<file path="src/ocd_pkg.sv">
package ocd_pkg;

	// tool port offsets
	localparam logic [1:0] OCD_OFF_OPT0   = 2'h0;
	localparam logic [1:0] OCD_OFF_OPT1   = 2'h1;
	localparam logic [1:0] OCD_OFF_STATUS = 2'h2;
	localparam logic [1:0] OCD_OFF_CMD    = 2'h3;

	// option byte 0 fields
	localparam int OCD_B0_STOP_RST  = 7;
	localparam int OCD_B0_WDG_KIND  = 6;
	localparam int OCD_B0_CLK_SAFE  = 5;
	localparam int OCD_B0_VD_HI     = 4;
	localparam int OCD_B0_VD_LO     = 3;
	localparam int OCD_B0_PKG_LO    = 1;
	localparam int OCD_B0_RD_LOCK   = 0;

	// option byte 1 fields
	localparam int OCD_B1_PKG_HI    = 7;
	localparam int OCD_B1_RST_DLY   = 6;
	localparam int OCD_B1_SRC_HI    = 5;
	localparam int OCD_B1_SRC_LO    = 4;
	localparam int OCD_B1_RNG_HI    = 3;
	localparam int OCD_B1_RNG_LO    = 1;
	localparam int OCD_B1_DBL_OFF   = 0;

	// command register bits
	localparam int OCD_CMD_ERASE    = 0;

	// status register bits
	localparam int OCD_ST_PROG      = 0;
	localparam int OCD_ST_BUSY      = 1;
	localparam int OCD_ST_LOCKED    = 2;
	localparam int OCD_ST_BAD_COMBO = 3;

	// storage values
	localparam logic [7:0] OCD_ERASED    = 8'hFF;
	localparam logic [7:0] OCD_SHIP_OPT0 = 8'hE7;
	localparam logic [7:0] OCD_SHIP_OPT1 = 8'hEF;

	// decode encodings
	localparam logic [1:0] OCD_VD_OFF     = 2'h3;
	localparam logic [1:0] OCD_VD_HIGHEST = 2'h0;
	localparam logic [1:0] OCD_SRC_RESON  = 2'h0;
	localparam logic [1:0] OCD_SRC_EXT_RC = 2'h1;
	localparam logic [1:0] OCD_SRC_INT_RC = 2'h2;
	localparam logic [1:0] OCD_SRC_EXT    = 2'h3;

	// reset phase lengths in processor cycles
	localparam logic [12:0] OCD_RST_CYC_LONG  = 13'h1000;
	localparam logic [12:0] OCD_RST_CYC_SHORT = 13'h0100;

	typedef enum logic [2:0] {
		OCD_SEQ_IDLE = 3'b001,
		OCD_SEQ_USER = 3'b010,
		OCD_SEQ_OPT  = 3'b100
	} ocd_seq_e;

endpackage

</file>
<file path="src/ocd_option_store.sv">
`timescale 1ns/1ps
`default_nettype none
module ocd_option_store
	import ocd_pkg::*;
(
	input  wire logic       ref_clk,
	input  wire logic       nvInit,
	input  wire logic       wrEn,
	input  wire logic       wrSel,
	input  wire logic [7:0] wrData,
	input  wire logic       eraseEn,
	output logic      [7:0] opt0,
	output logic      [7:0] opt1
);
	// non-volatile cells: not touched by srst, only by power-on init, erase and tool writes
	logic [7:0] cell_ff [0:1];

	always_ff @(posedge ref_clk) begin
		if (nvInit) begin
			cell_ff[0] <= OCD_SHIP_OPT0;
			cell_ff[1] <= OCD_SHIP_OPT1;
		end else if (eraseEn) begin
			cell_ff[0] <= OCD_ERASED;
			cell_ff[1] <= OCD_ERASED;
		end else if (wrEn) begin
			cell_ff[wrSel] <= wrData;
		end
	end

	assign opt0 = cell_ff[0];
	assign opt1 = cell_ff[1];
endmodule
`default_nettype wire

</file>
<file path="src/ocd_erase_seq.sv">
`timescale 1ns/1ps
`default_nettype none
module ocd_erase_seq
	import ocd_pkg::*;
(
	input  wire logic ref_clk,
	input  wire logic srst,
	input  wire logic eraseReq,
	input  wire logic lockActive,
	input  wire logic userEraseDone,
	output logic      userEraseReq,
	output logic      optEraseEn,
	output logic      busy
);
	ocd_seq_e state_ff;
	ocd_seq_e nxt_state;

	always_comb begin
		nxt_state = state_ff;
		case (state_ff)
			OCD_SEQ_IDLE: begin
				if (eraseReq && lockActive) begin
					nxt_state = OCD_SEQ_USER;
				end else if (eraseReq) begin
					nxt_state = OCD_SEQ_OPT;
				end
			end
			OCD_SEQ_USER: begin
				// options stay intact until user memory is gone
				if (userEraseDone) begin
					nxt_state = OCD_SEQ_OPT;
				end
			end
			OCD_SEQ_OPT: nxt_state = OCD_SEQ_IDLE;
			default:     nxt_state = OCD_SEQ_IDLE;
		endcase
	end

	always_ff @(posedge ref_clk) begin
		if (srst) begin
			state_ff <= OCD_SEQ_IDLE;
		end else begin
			state_ff <= nxt_state;
		end
	end

	assign userEraseReq = (state_ff == OCD_SEQ_USER);
	assign optEraseEn   = (state_ff == OCD_SEQ_OPT);
	assign busy         = (state_ff != OCD_SEQ_IDLE);
endmodule
`default_nettype wire

</file>
<file path="src/ocd_option_decoder.sv">
// Summary of operation
// option bytes have no memory-map address; tool reaches them only in programming mode.
// erased option storage reads back as FFh.
// stop-entry bit 1 with watchdog active makes stop entry reset.
// watchdog kind 0 means watchdog always on in hardware.
// clock safety bit 0 enables filter and backup oscillator; 1 disables.
// voltage field 11 off, 00 highest threshold, 10/01 unused lower levels.
// package low bit joins package high bit from byte 1.
// read-out lock bit 0 protects user memory in test and programming modes.
// erasing options under read-out lock erases user memory first.
// tool must not enable low supply detector with read-out lock.
// shipped programmable parts select the internal RC clock source.
// factory-coded parts take fixed configuration, not stored option bytes.
// reset delay bit 0 gives 4096 cycles, 1 gives 256.
// clock source field picks resonator, external RC, internal RC, external.
// oscillator range field picks resonator drive range 1-2 to 8-16 MHz.
// doubler-off bit 0 multiplies clock by two; 1 bypasses.
// both bytes latched during reset, outputs held until next reset.
// each decoded field is its own output.
`timescale 1ns/1ps
`default_nettype none
module ocd_option_decoder
	import ocd_pkg::*;
#(
	parameter bit         FACTORY_CODED = 1'b0,
	parameter logic [7:0] FACTORY_OPT0  = 8'hFF,
	parameter logic [7:0] FACTORY_OPT1  = 8'hFF
)
(
	input  wire logic        ref_clk,
	input  wire logic        srst,
	input  wire logic        nvInit,
	input  wire logic        progModePin,
	input  wire logic [1:0]  toolAddr,
	input  wire logic [7:0]  toolWrData,
	input  wire logic        toolWrStb,
	input  wire logic        toolRdStb,
	output logic      [7:0]  toolRdData,
	input  wire logic        userEraseDone,
	output logic             userEraseReq,
	input  wire logic        swWatchdogEn,
	input  wire logic        stopEntry,
	output logic             stopEntryReset,
	output logic             stopEntryResetSel,
	output logic             watchdogKindSel,
	output logic             watchdogHwOn,
	output logic             watchdogActive,
	output logic             clockSafetyDisable,
	output logic             clockSafetyEn,
	output logic      [1:0]  voltageDetectLevel,
	output logic             lowSupplyDetectorEn,
	output logic             auxSupplyDetectorEn,
	output logic             voltageThresholdHighest,
	output logic             voltageLevelUnused,
	output logic      [1:0]  packageSel,
	output logic             readoutLockN,
	output logic             readoutProtect,
	output logic             unsupportedCombo,
	output logic             resetDelaySel,
	output logic      [12:0] resetDelayCycles,
	output logic      [1:0]  clockSourceSel,
	output logic      [2:0]  oscillatorRangeSel,
	output logic             freqDoublerEn
);

	// decoded reset phase length, selected by the latched reset delay bit of byte 1
	function automatic logic [12:0] rstCycles(input logic sel);
		rstCycles = sel ? OCD_RST_CYC_SHORT : OCD_RST_CYC_LONG;
	endfunction

	// programming mode pin comes from outside: two flops before use
	logic progMeta_ff;
	logic progSync_ff;

	always_ff @(posedge ref_clk) begin
		if (srst) begin
			progMeta_ff <= 1'b0;
			progSync_ff <= 1'b0;
		end else begin
			progMeta_ff <= progModePin;
			progSync_ff <= progMeta_ff;
		end
	end

	// tool accesses only count in programming mode
	logic toolWr;
	logic toolRd;
	logic optWrEn;
	logic eraseCmd;

	assign toolWr   = toolWrStb && progSync_ff;
	assign toolRd   = toolRdStb && progSync_ff;
	assign optWrEn  = toolWr && !toolAddr[1];
	assign eraseCmd = toolWr && (toolAddr == OCD_OFF_CMD) &&
		toolWrData[OCD_CMD_ERASE];

	// storage and erase sequencing
	logic [7:0] storeOpt0;
	logic [7:0] storeOpt1;
	logic       optEraseEn;
	logic       seqBusy;
	logic       storeWrEn;

	// writes are dropped while an erase is under way
	assign storeWrEn = optWrEn && !seqBusy;

	ocd_option_store u_store (
		.ref_clk (ref_clk),
		.nvInit  (nvInit),
		.wrEn    (storeWrEn),
		.wrSel   (toolAddr[0]),
		.wrData  (toolWrData),
		.eraseEn (optEraseEn),
		.opt0    (storeOpt0),
		.opt1    (storeOpt1)
	);

	// effective source of the configuration
	logic [7:0] srcOpt0;
	logic [7:0] srcOpt1;

	assign srcOpt0 = FACTORY_CODED ? FACTORY_OPT0 : storeOpt0;
	assign srcOpt1 = FACTORY_CODED ? FACTORY_OPT1 : storeOpt1;

	ocd_erase_seq u_erase (
		.ref_clk       (ref_clk),
		.srst          (srst),
		.eraseReq      (eraseCmd && !FACTORY_CODED),
		.lockActive    (!storeOpt0[OCD_B0_RD_LOCK]),
		.userEraseDone (userEraseDone),
		.userEraseReq  (userEraseReq),
		.optEraseEn    (optEraseEn),
		.busy          (seqBusy)
	);

	// configuration latched while srst is high, frozen afterwards
	logic [7:0] cfg0_ff;
	logic [7:0] cfg1_ff;

	always_ff @(posedge ref_clk) begin
		if (srst) begin
			cfg0_ff <= srcOpt0;
			cfg1_ff <= srcOpt1;
		end
	end

	// byte 0 decode
	assign stopEntryResetSel  = cfg0_ff[OCD_B0_STOP_RST];
	assign watchdogKindSel    = cfg0_ff[OCD_B0_WDG_KIND];
	assign watchdogHwOn       = !cfg0_ff[OCD_B0_WDG_KIND];
	assign clockSafetyDisable = cfg0_ff[OCD_B0_CLK_SAFE];
	assign clockSafetyEn      = !cfg0_ff[OCD_B0_CLK_SAFE];
	assign voltageDetectLevel = cfg0_ff[OCD_B0_VD_HI:OCD_B0_VD_LO];
	assign lowSupplyDetectorEn = voltageDetectLevel != OCD_VD_OFF;
	assign auxSupplyDetectorEn = voltageDetectLevel != OCD_VD_OFF;
	assign voltageThresholdHighest =
		voltageDetectLevel == OCD_VD_HIGHEST;
	// lower thresholds pass through but are flagged as unsupported levels
	assign voltageLevelUnused = lowSupplyDetectorEn &&
		!voltageThresholdHighest;
	assign packageSel = {cfg1_ff[OCD_B1_PKG_HI],
		cfg0_ff[OCD_B0_PKG_LO]};
	assign readoutLockN   = cfg0_ff[OCD_B0_RD_LOCK];
	assign readoutProtect = !cfg0_ff[OCD_B0_RD_LOCK];
	// only reported: enforcing it is up to the programming tool
	assign unsupportedCombo = readoutProtect && lowSupplyDetectorEn;

	// byte 1 decode
	assign resetDelaySel      = cfg1_ff[OCD_B1_RST_DLY];
	assign resetDelayCycles   = rstCycles(resetDelaySel);
	assign clockSourceSel     = cfg1_ff[OCD_B1_SRC_HI:OCD_B1_SRC_LO];
	assign oscillatorRangeSel = cfg1_ff[OCD_B1_RNG_HI:OCD_B1_RNG_LO];
	assign freqDoublerEn      = !cfg1_ff[OCD_B1_DBL_OFF];

	// watchdog and stop entry
	assign watchdogActive = watchdogHwOn || swWatchdogEn;

	logic stopRst_ff;

	always_ff @(posedge ref_clk) begin
		if (srst) begin
			stopRst_ff <= 1'b0;
		end else begin
			stopRst_ff <= stopEntry && watchdogActive &&
				stopEntryResetSel;
		end
	end

	assign stopEntryReset = stopRst_ff;

	// tool read port: data one cycle after the strobe, zero otherwise
	logic [7:0] nxt_rdData;
	logic [7:0] rdData_ff;
	logic [7:0] statusWord;

	always_comb begin
		statusWord = 8'h00;
		statusWord[OCD_ST_PROG]      = progSync_ff;
		statusWord[OCD_ST_BUSY]      = seqBusy;
		statusWord[OCD_ST_LOCKED]    = readoutProtect;
		statusWord[OCD_ST_BAD_COMBO] = unsupportedCombo;
	end

	always_comb begin
		nxt_rdData = 8'h00;
		if (toolRd) begin
			case (toolAddr)
				OCD_OFF_OPT0:   nxt_rdData = srcOpt0;
				OCD_OFF_OPT1:   nxt_rdData = srcOpt1;
				OCD_OFF_STATUS: nxt_rdData = statusWord;
				default:        nxt_rdData = 8'h00;
			endcase
		end
	end

	always_ff @(posedge ref_clk) begin
		if (srst) begin
			rdData_ff <= 8'h00;
		end else begin
			rdData_ff <= nxt_rdData;
		end
	end

	assign toolRdData = rdData_ff;

endmodule
`default_nettype wire

</file>
<file path="config.mk">
export PLATFORM = sky130hd
export DESIGN_NAME = ocd_option_decoder
export DESIGN_NICKNAME = d
export VERILOG_FILES = /design/src/ocd_pkg.sv /design/src/ocd_option_store.sv /design/src/ocd_erase_seq.sv /design/src/ocd_option_decoder.sv
export SDC_FILE = /design/constraint.sdc
export NUM_CORES = 1
export LEC_CHECK = 0
export ABC_AREA = 0
export ABC_CLOCK_PERIOD_IN_PS = 5340
export BUFFER_PORTS_ARGS = -buffer_cell sky130_fd_sc_hd__buf_4
export CORE_ASPECT_RATIO = 1.2
export CORE_MARGIN = 2
export CORE_UTILIZATION = 47
export DETAILED_ROUTE_END_ITERATION = 10
export PLACE_DENSITY = 0.77
export SKIP_LAST_GASP = 1
export SYNTH_ARGS = -nofsm -noshare
export SYNTH_HDL_FRONTEND = slang
export SYNTH_SLANG_ARGS = --single-unit
</file>
<file path="constraint.sdc">
create_clock -name ref_clk -period 5.34 [get_ports ref_clk]
set_input_delay 0.534 -clock ref_clk [delete_from_list [all_inputs] [get_ports ref_clk]]
set_output_delay 0.534 -clock ref_clk [all_outputs]
set_load 0.005 [all_outputs]
</file>
==> impl_metrics.env <==
export IMPL_wirelength_microns=3390
export IMPL_max_slew_margin_rel_pct=52.7
export IMPL_period_needed_ns=1.89
export IMPL_fill_cell_count=306
export IMPL_design_die_area_sq_um=4580
export IMPL_initial_utilization_pct=48.7
export IMPL_setup_viol=0
export IMPL_crit_path_max_fanout=5
export IMPL_flow_area_growth_from_synthesis_pct=25.3
export IMPL_cts_hold_buffers=0
export IMPL_power_density_nw_per_um2=289
export IMPL_layout_cells_most_common="buf_4"
export IMPL_gr_usage_all_layers_pct=15.2
export IMPL_synth_avg_cell_area_sq_um=12.7
export IMPL_net_switching_power_w=0.000129
export IMPL_viasPerCell=4.72
export IMPL_power_switching_share_pct=18.7
export IMPL_worst_ep_arrival_time_ns=1.36
export IMPL_reg2reg_slack_ns=3.50
export IMPL_cp_slowest_stage_delay_ns=0.47
export IMPL_power_leakage_nw=1.00
export IMPL_mostFrequentLayoutCells="buf_4 (55), edfxtp_1 (31), dfxtp_1 (14)"
export IMPL_final_layout_size_suffix_gt1_share_pct=36.1
export IMPL_final_net_count=222
export IMPL_detailroute_via_count=1208
export IMPL_synth_warnings=0
export IMPL_outcome="finished clean"
export IMPL_worstReg2RegStart="u_erase.state_ff[2]$_SDFFE_PP0P_"
export IMPL_worstSetupPathType="reg2out"
export IMPL_cts_repair_resized=0
export IMPL_critical_path_cell_chain="nor3b_1 -> buf_4"
export IMPL_seqCellArea_sq_um=1210
export IMPL_final_setup_skew_ns=0.00279
export IMPL_timing_hold_worst_start="u_store.cell_ff[1][2]$_SDFFCE_PN1P_"
export IMPL_critPathSlowestCell="nor3b_1"
export IMPL_cts_sink_count=45
export IMPL_cts_path_max_buffers=2
export IMPL_cts_inserted_buffers=5
export IMPL_postSynth_topFlopCell="edfxtp_1"
export IMPL_cap_viol_max_count=0
export IMPL_critPathTopFamily="simple AND/OR/NAND/NOR gates"
export IMPL_row_count=25
export IMPL_fmaxAchievable_ghz=0.529
export IMPL_syn_cell_area_sq_um=1910
export IMPL_min_path_type="reg2reg"
export IMPL_hold_path_end="cfg1_ff[2]$_DFFE_PP_"
export IMPL_post_cts_setup_buffer_count=0
export IMPL_ys_seq_area_share_pct=63.6
export IMPL_standard_cell_core_area_sq_um=3910
export IMPL_worst_setup_hold_path_clk_slew_ns=0.07
export IMPL_drt_antenna_violating_nets=0
export IMPL_post_synthesis_cell_count=150
export IMPL_synth_lib_cells_used_distinct=33
export IMPL_netlist_top_cells_area="edfxtp_1 (49%), dfxtp_1 (15%), buf_4 (7.5%)"
export IMPL_synth_largest_area_cell="edfxtp_1"
export IMPL_worst_r2r_endpoint="u_store.cell_ff[0][0]$_SDFFCE_PN1P_"
export IMPL_grt_first_pass_wirelength_microns=5380
export IMPL_worstSkewPairLatency_ns=0.28
export IMPL_final_max_slew_violation_count=0
export IMPL_total_area_of_multi_input_combinational_cells_sq_um=534
export IMPL_die_height_microns=73.8
export IMPL_hold_depth=0
export IMPL_remaining_drc_errors=0
export IMPL_dp_final_hpwl_microns=2720
export IMPL_tritoncts="done"
export IMPL_routabilityCongestion=0.763
export IMPL_grt_pass1_vias=1147
export IMPL_rsz0062_at_grt="no"
export IMPL_grt_max_degree=23
export IMPL_post_drt_wl_per_cell_microns=13.3
export IMPL_startpoint_type="register"
export IMPL_number_of_antenna_violations_at_the_first_check_in_global_routing=0
export IMPL_synth_edf_count=31
export IMPL_clockPowerShare_pct=36.5
export IMPL_combinationalPowerShare_pct=7.4
export IMPL_rr_worst_depth=3
export IMPL_synthDominantCellAreaShare_pct=48.9
export IMPL_critPathRequiredTime_ns=4.81
export IMPL_crit_buf_inv=1
export IMPL_ys_async_sr_fraction_pct=0
export IMPL_io_pins=66
export IMPL_port_buffers=54
export IMPL_hold_viol=0
export IMPL_dp_cells=248
export IMPL_fin_hold_ws_ns=0.456
export IMPL_clockRootBuffer="clkbuf_8"
export IMPL_firstDrtPassIters=4
export IMPL_timing_setup_tns_ns=0
export IMPL_drt_iter0_drc=30
export IMPL_fin_cells=256
export IMPL_antenna_cells=0
export IMPL_clock_tree_htree_level_count=2
export IMPL_postSynthRegisterBits=45
export IMPL_power_internal_w=0.000561
export IMPL_globalRouteOverflowTotal=0
export IMPL_floorplan_die_width_microns=62.1
export IMPL_power_sequential_fraction_pct=56.1
export IMPL_max_vdd_ir_drop_mv=0.173
export IMPL_cp_end_kind="primary output"
export IMPL_worstMarginPinSlew_ns=0.699
export IMPL_timing_final_crit_share_pct=35.4
## sequential cells by signal, indices dropped and copies added (netlist names)
| name | flops |
|---|---|
| progSync_ff | 1 |
| cfg1_ff | 8 |
| stopEntryReset | 1 |
| toolRdData | 8 |
| progMeta_ff | 1 |
| u_erase.state_ff | 3 |
| u_store.cell_ff | 16 |
| cfg0_ff | 7 |
## power groups by stage
stage	Combinational, W	Sequential (W)	Clock, W
3_5_place_dp	0.0000512	0.000395	0
4_1_cts	0.0000513	0.000387	0.000257
5_1_grt	0.0000561	0.000388	0.000269
6_report	0.0000510	0.000387	0.000252
2_1_floorplan	0.0000278	0.000394	0
3_3_place_gp	0.0000495	0.000394	0
## worst register-to-register path: cells and delay by family, from the launching register on
family	cells	cell delay [ns]
DFF	1	0.37
and+or+nand+nor	3	1.14
## kinds of logic after synthesis
| family | share of synthesized area (%) |
|---|---|
| adders and majority gates | 1.31 |
| buffers and inverters | 10.4 |
| DFF | 63.6 |
| and+or+nand+nor | 16.3 |
| other | 0.197 |
| muxes | 2.10 |
| AOI/OAI and AO/OA | 6.11 |
## metal layers
layer | vias to the layer above | track usage, % | wire length (microns)
met3 | 4 | 4.75 | 174
met5 | - | 0 | 0
met4 | 0 | 6.67 | 49
met1 | 573 | 15.5 | 1280
li1 | 594 | - | -
met2 | 37 | 29.0 | 1890
## final cells by class
class	instances	area share, %
clock inverter	1	1.26
timing repair buffer	55	17.3
sequential	45	50.7
multi-input combinational	82	22.4
inverter	12	1.89
tap	54	2.83
clock buffer	7	3.62
## per-stage QoR
step / utilization [%] / power, W / area [sq um] / setup WS, ns
global route: 61.1 / 0.000713 / 2390 / 3.31
floorplan: - / 0.000422 / 1940 / 3.13
CTS: 61.1 / 0.000695 / 2390 / 3.43
finish: 61.1 / 0.000690 / 2390 / 3.45
detailed placement: 58.1 / 0.000446 / 2270 / 3.24
global placement: 58.1 / 0.000444 / 2270 / 3.32
## worst max-delay path by stage
stage	end	depth (start not counted)	from	slack, ns
after detailed placement	u_store.cell_ff[0][7]$_SDFFCE_PN1P_	4	toolAddr[1]	3.24
after CTS	userEraseReq	2	u_erase.state_ff[1]$_SDFFE_PP0P_	3.43
after global routing	userEraseReq	2	u_erase.state_ff[1]$_SDFFE_PP0P_	3.31
after floorplan	u_store.cell_ff[1][0]$_SDFFCE_PN1P_	2	nvInit	3.13
final	userEraseReq	2	u_erase.state_ff[1]$_SDFFE_PP0P_	3.45
after global placement	u_store.cell_ff[0][5]$_SDFFCE_PN1P_	4	toolAddr[1]	3.32
## cell usage after synthesis (all sizes together) (4+ instances only)
cell type	instances
inv	12
a21oi	4
buf	21
nor2	5
dfxtp	14
nand2	7
edfxtp	31
nor3b	4
or2	7
nand2b	11
nor3	4
mux2i	4
a21o	4
(Power assumes the default switching activity.)
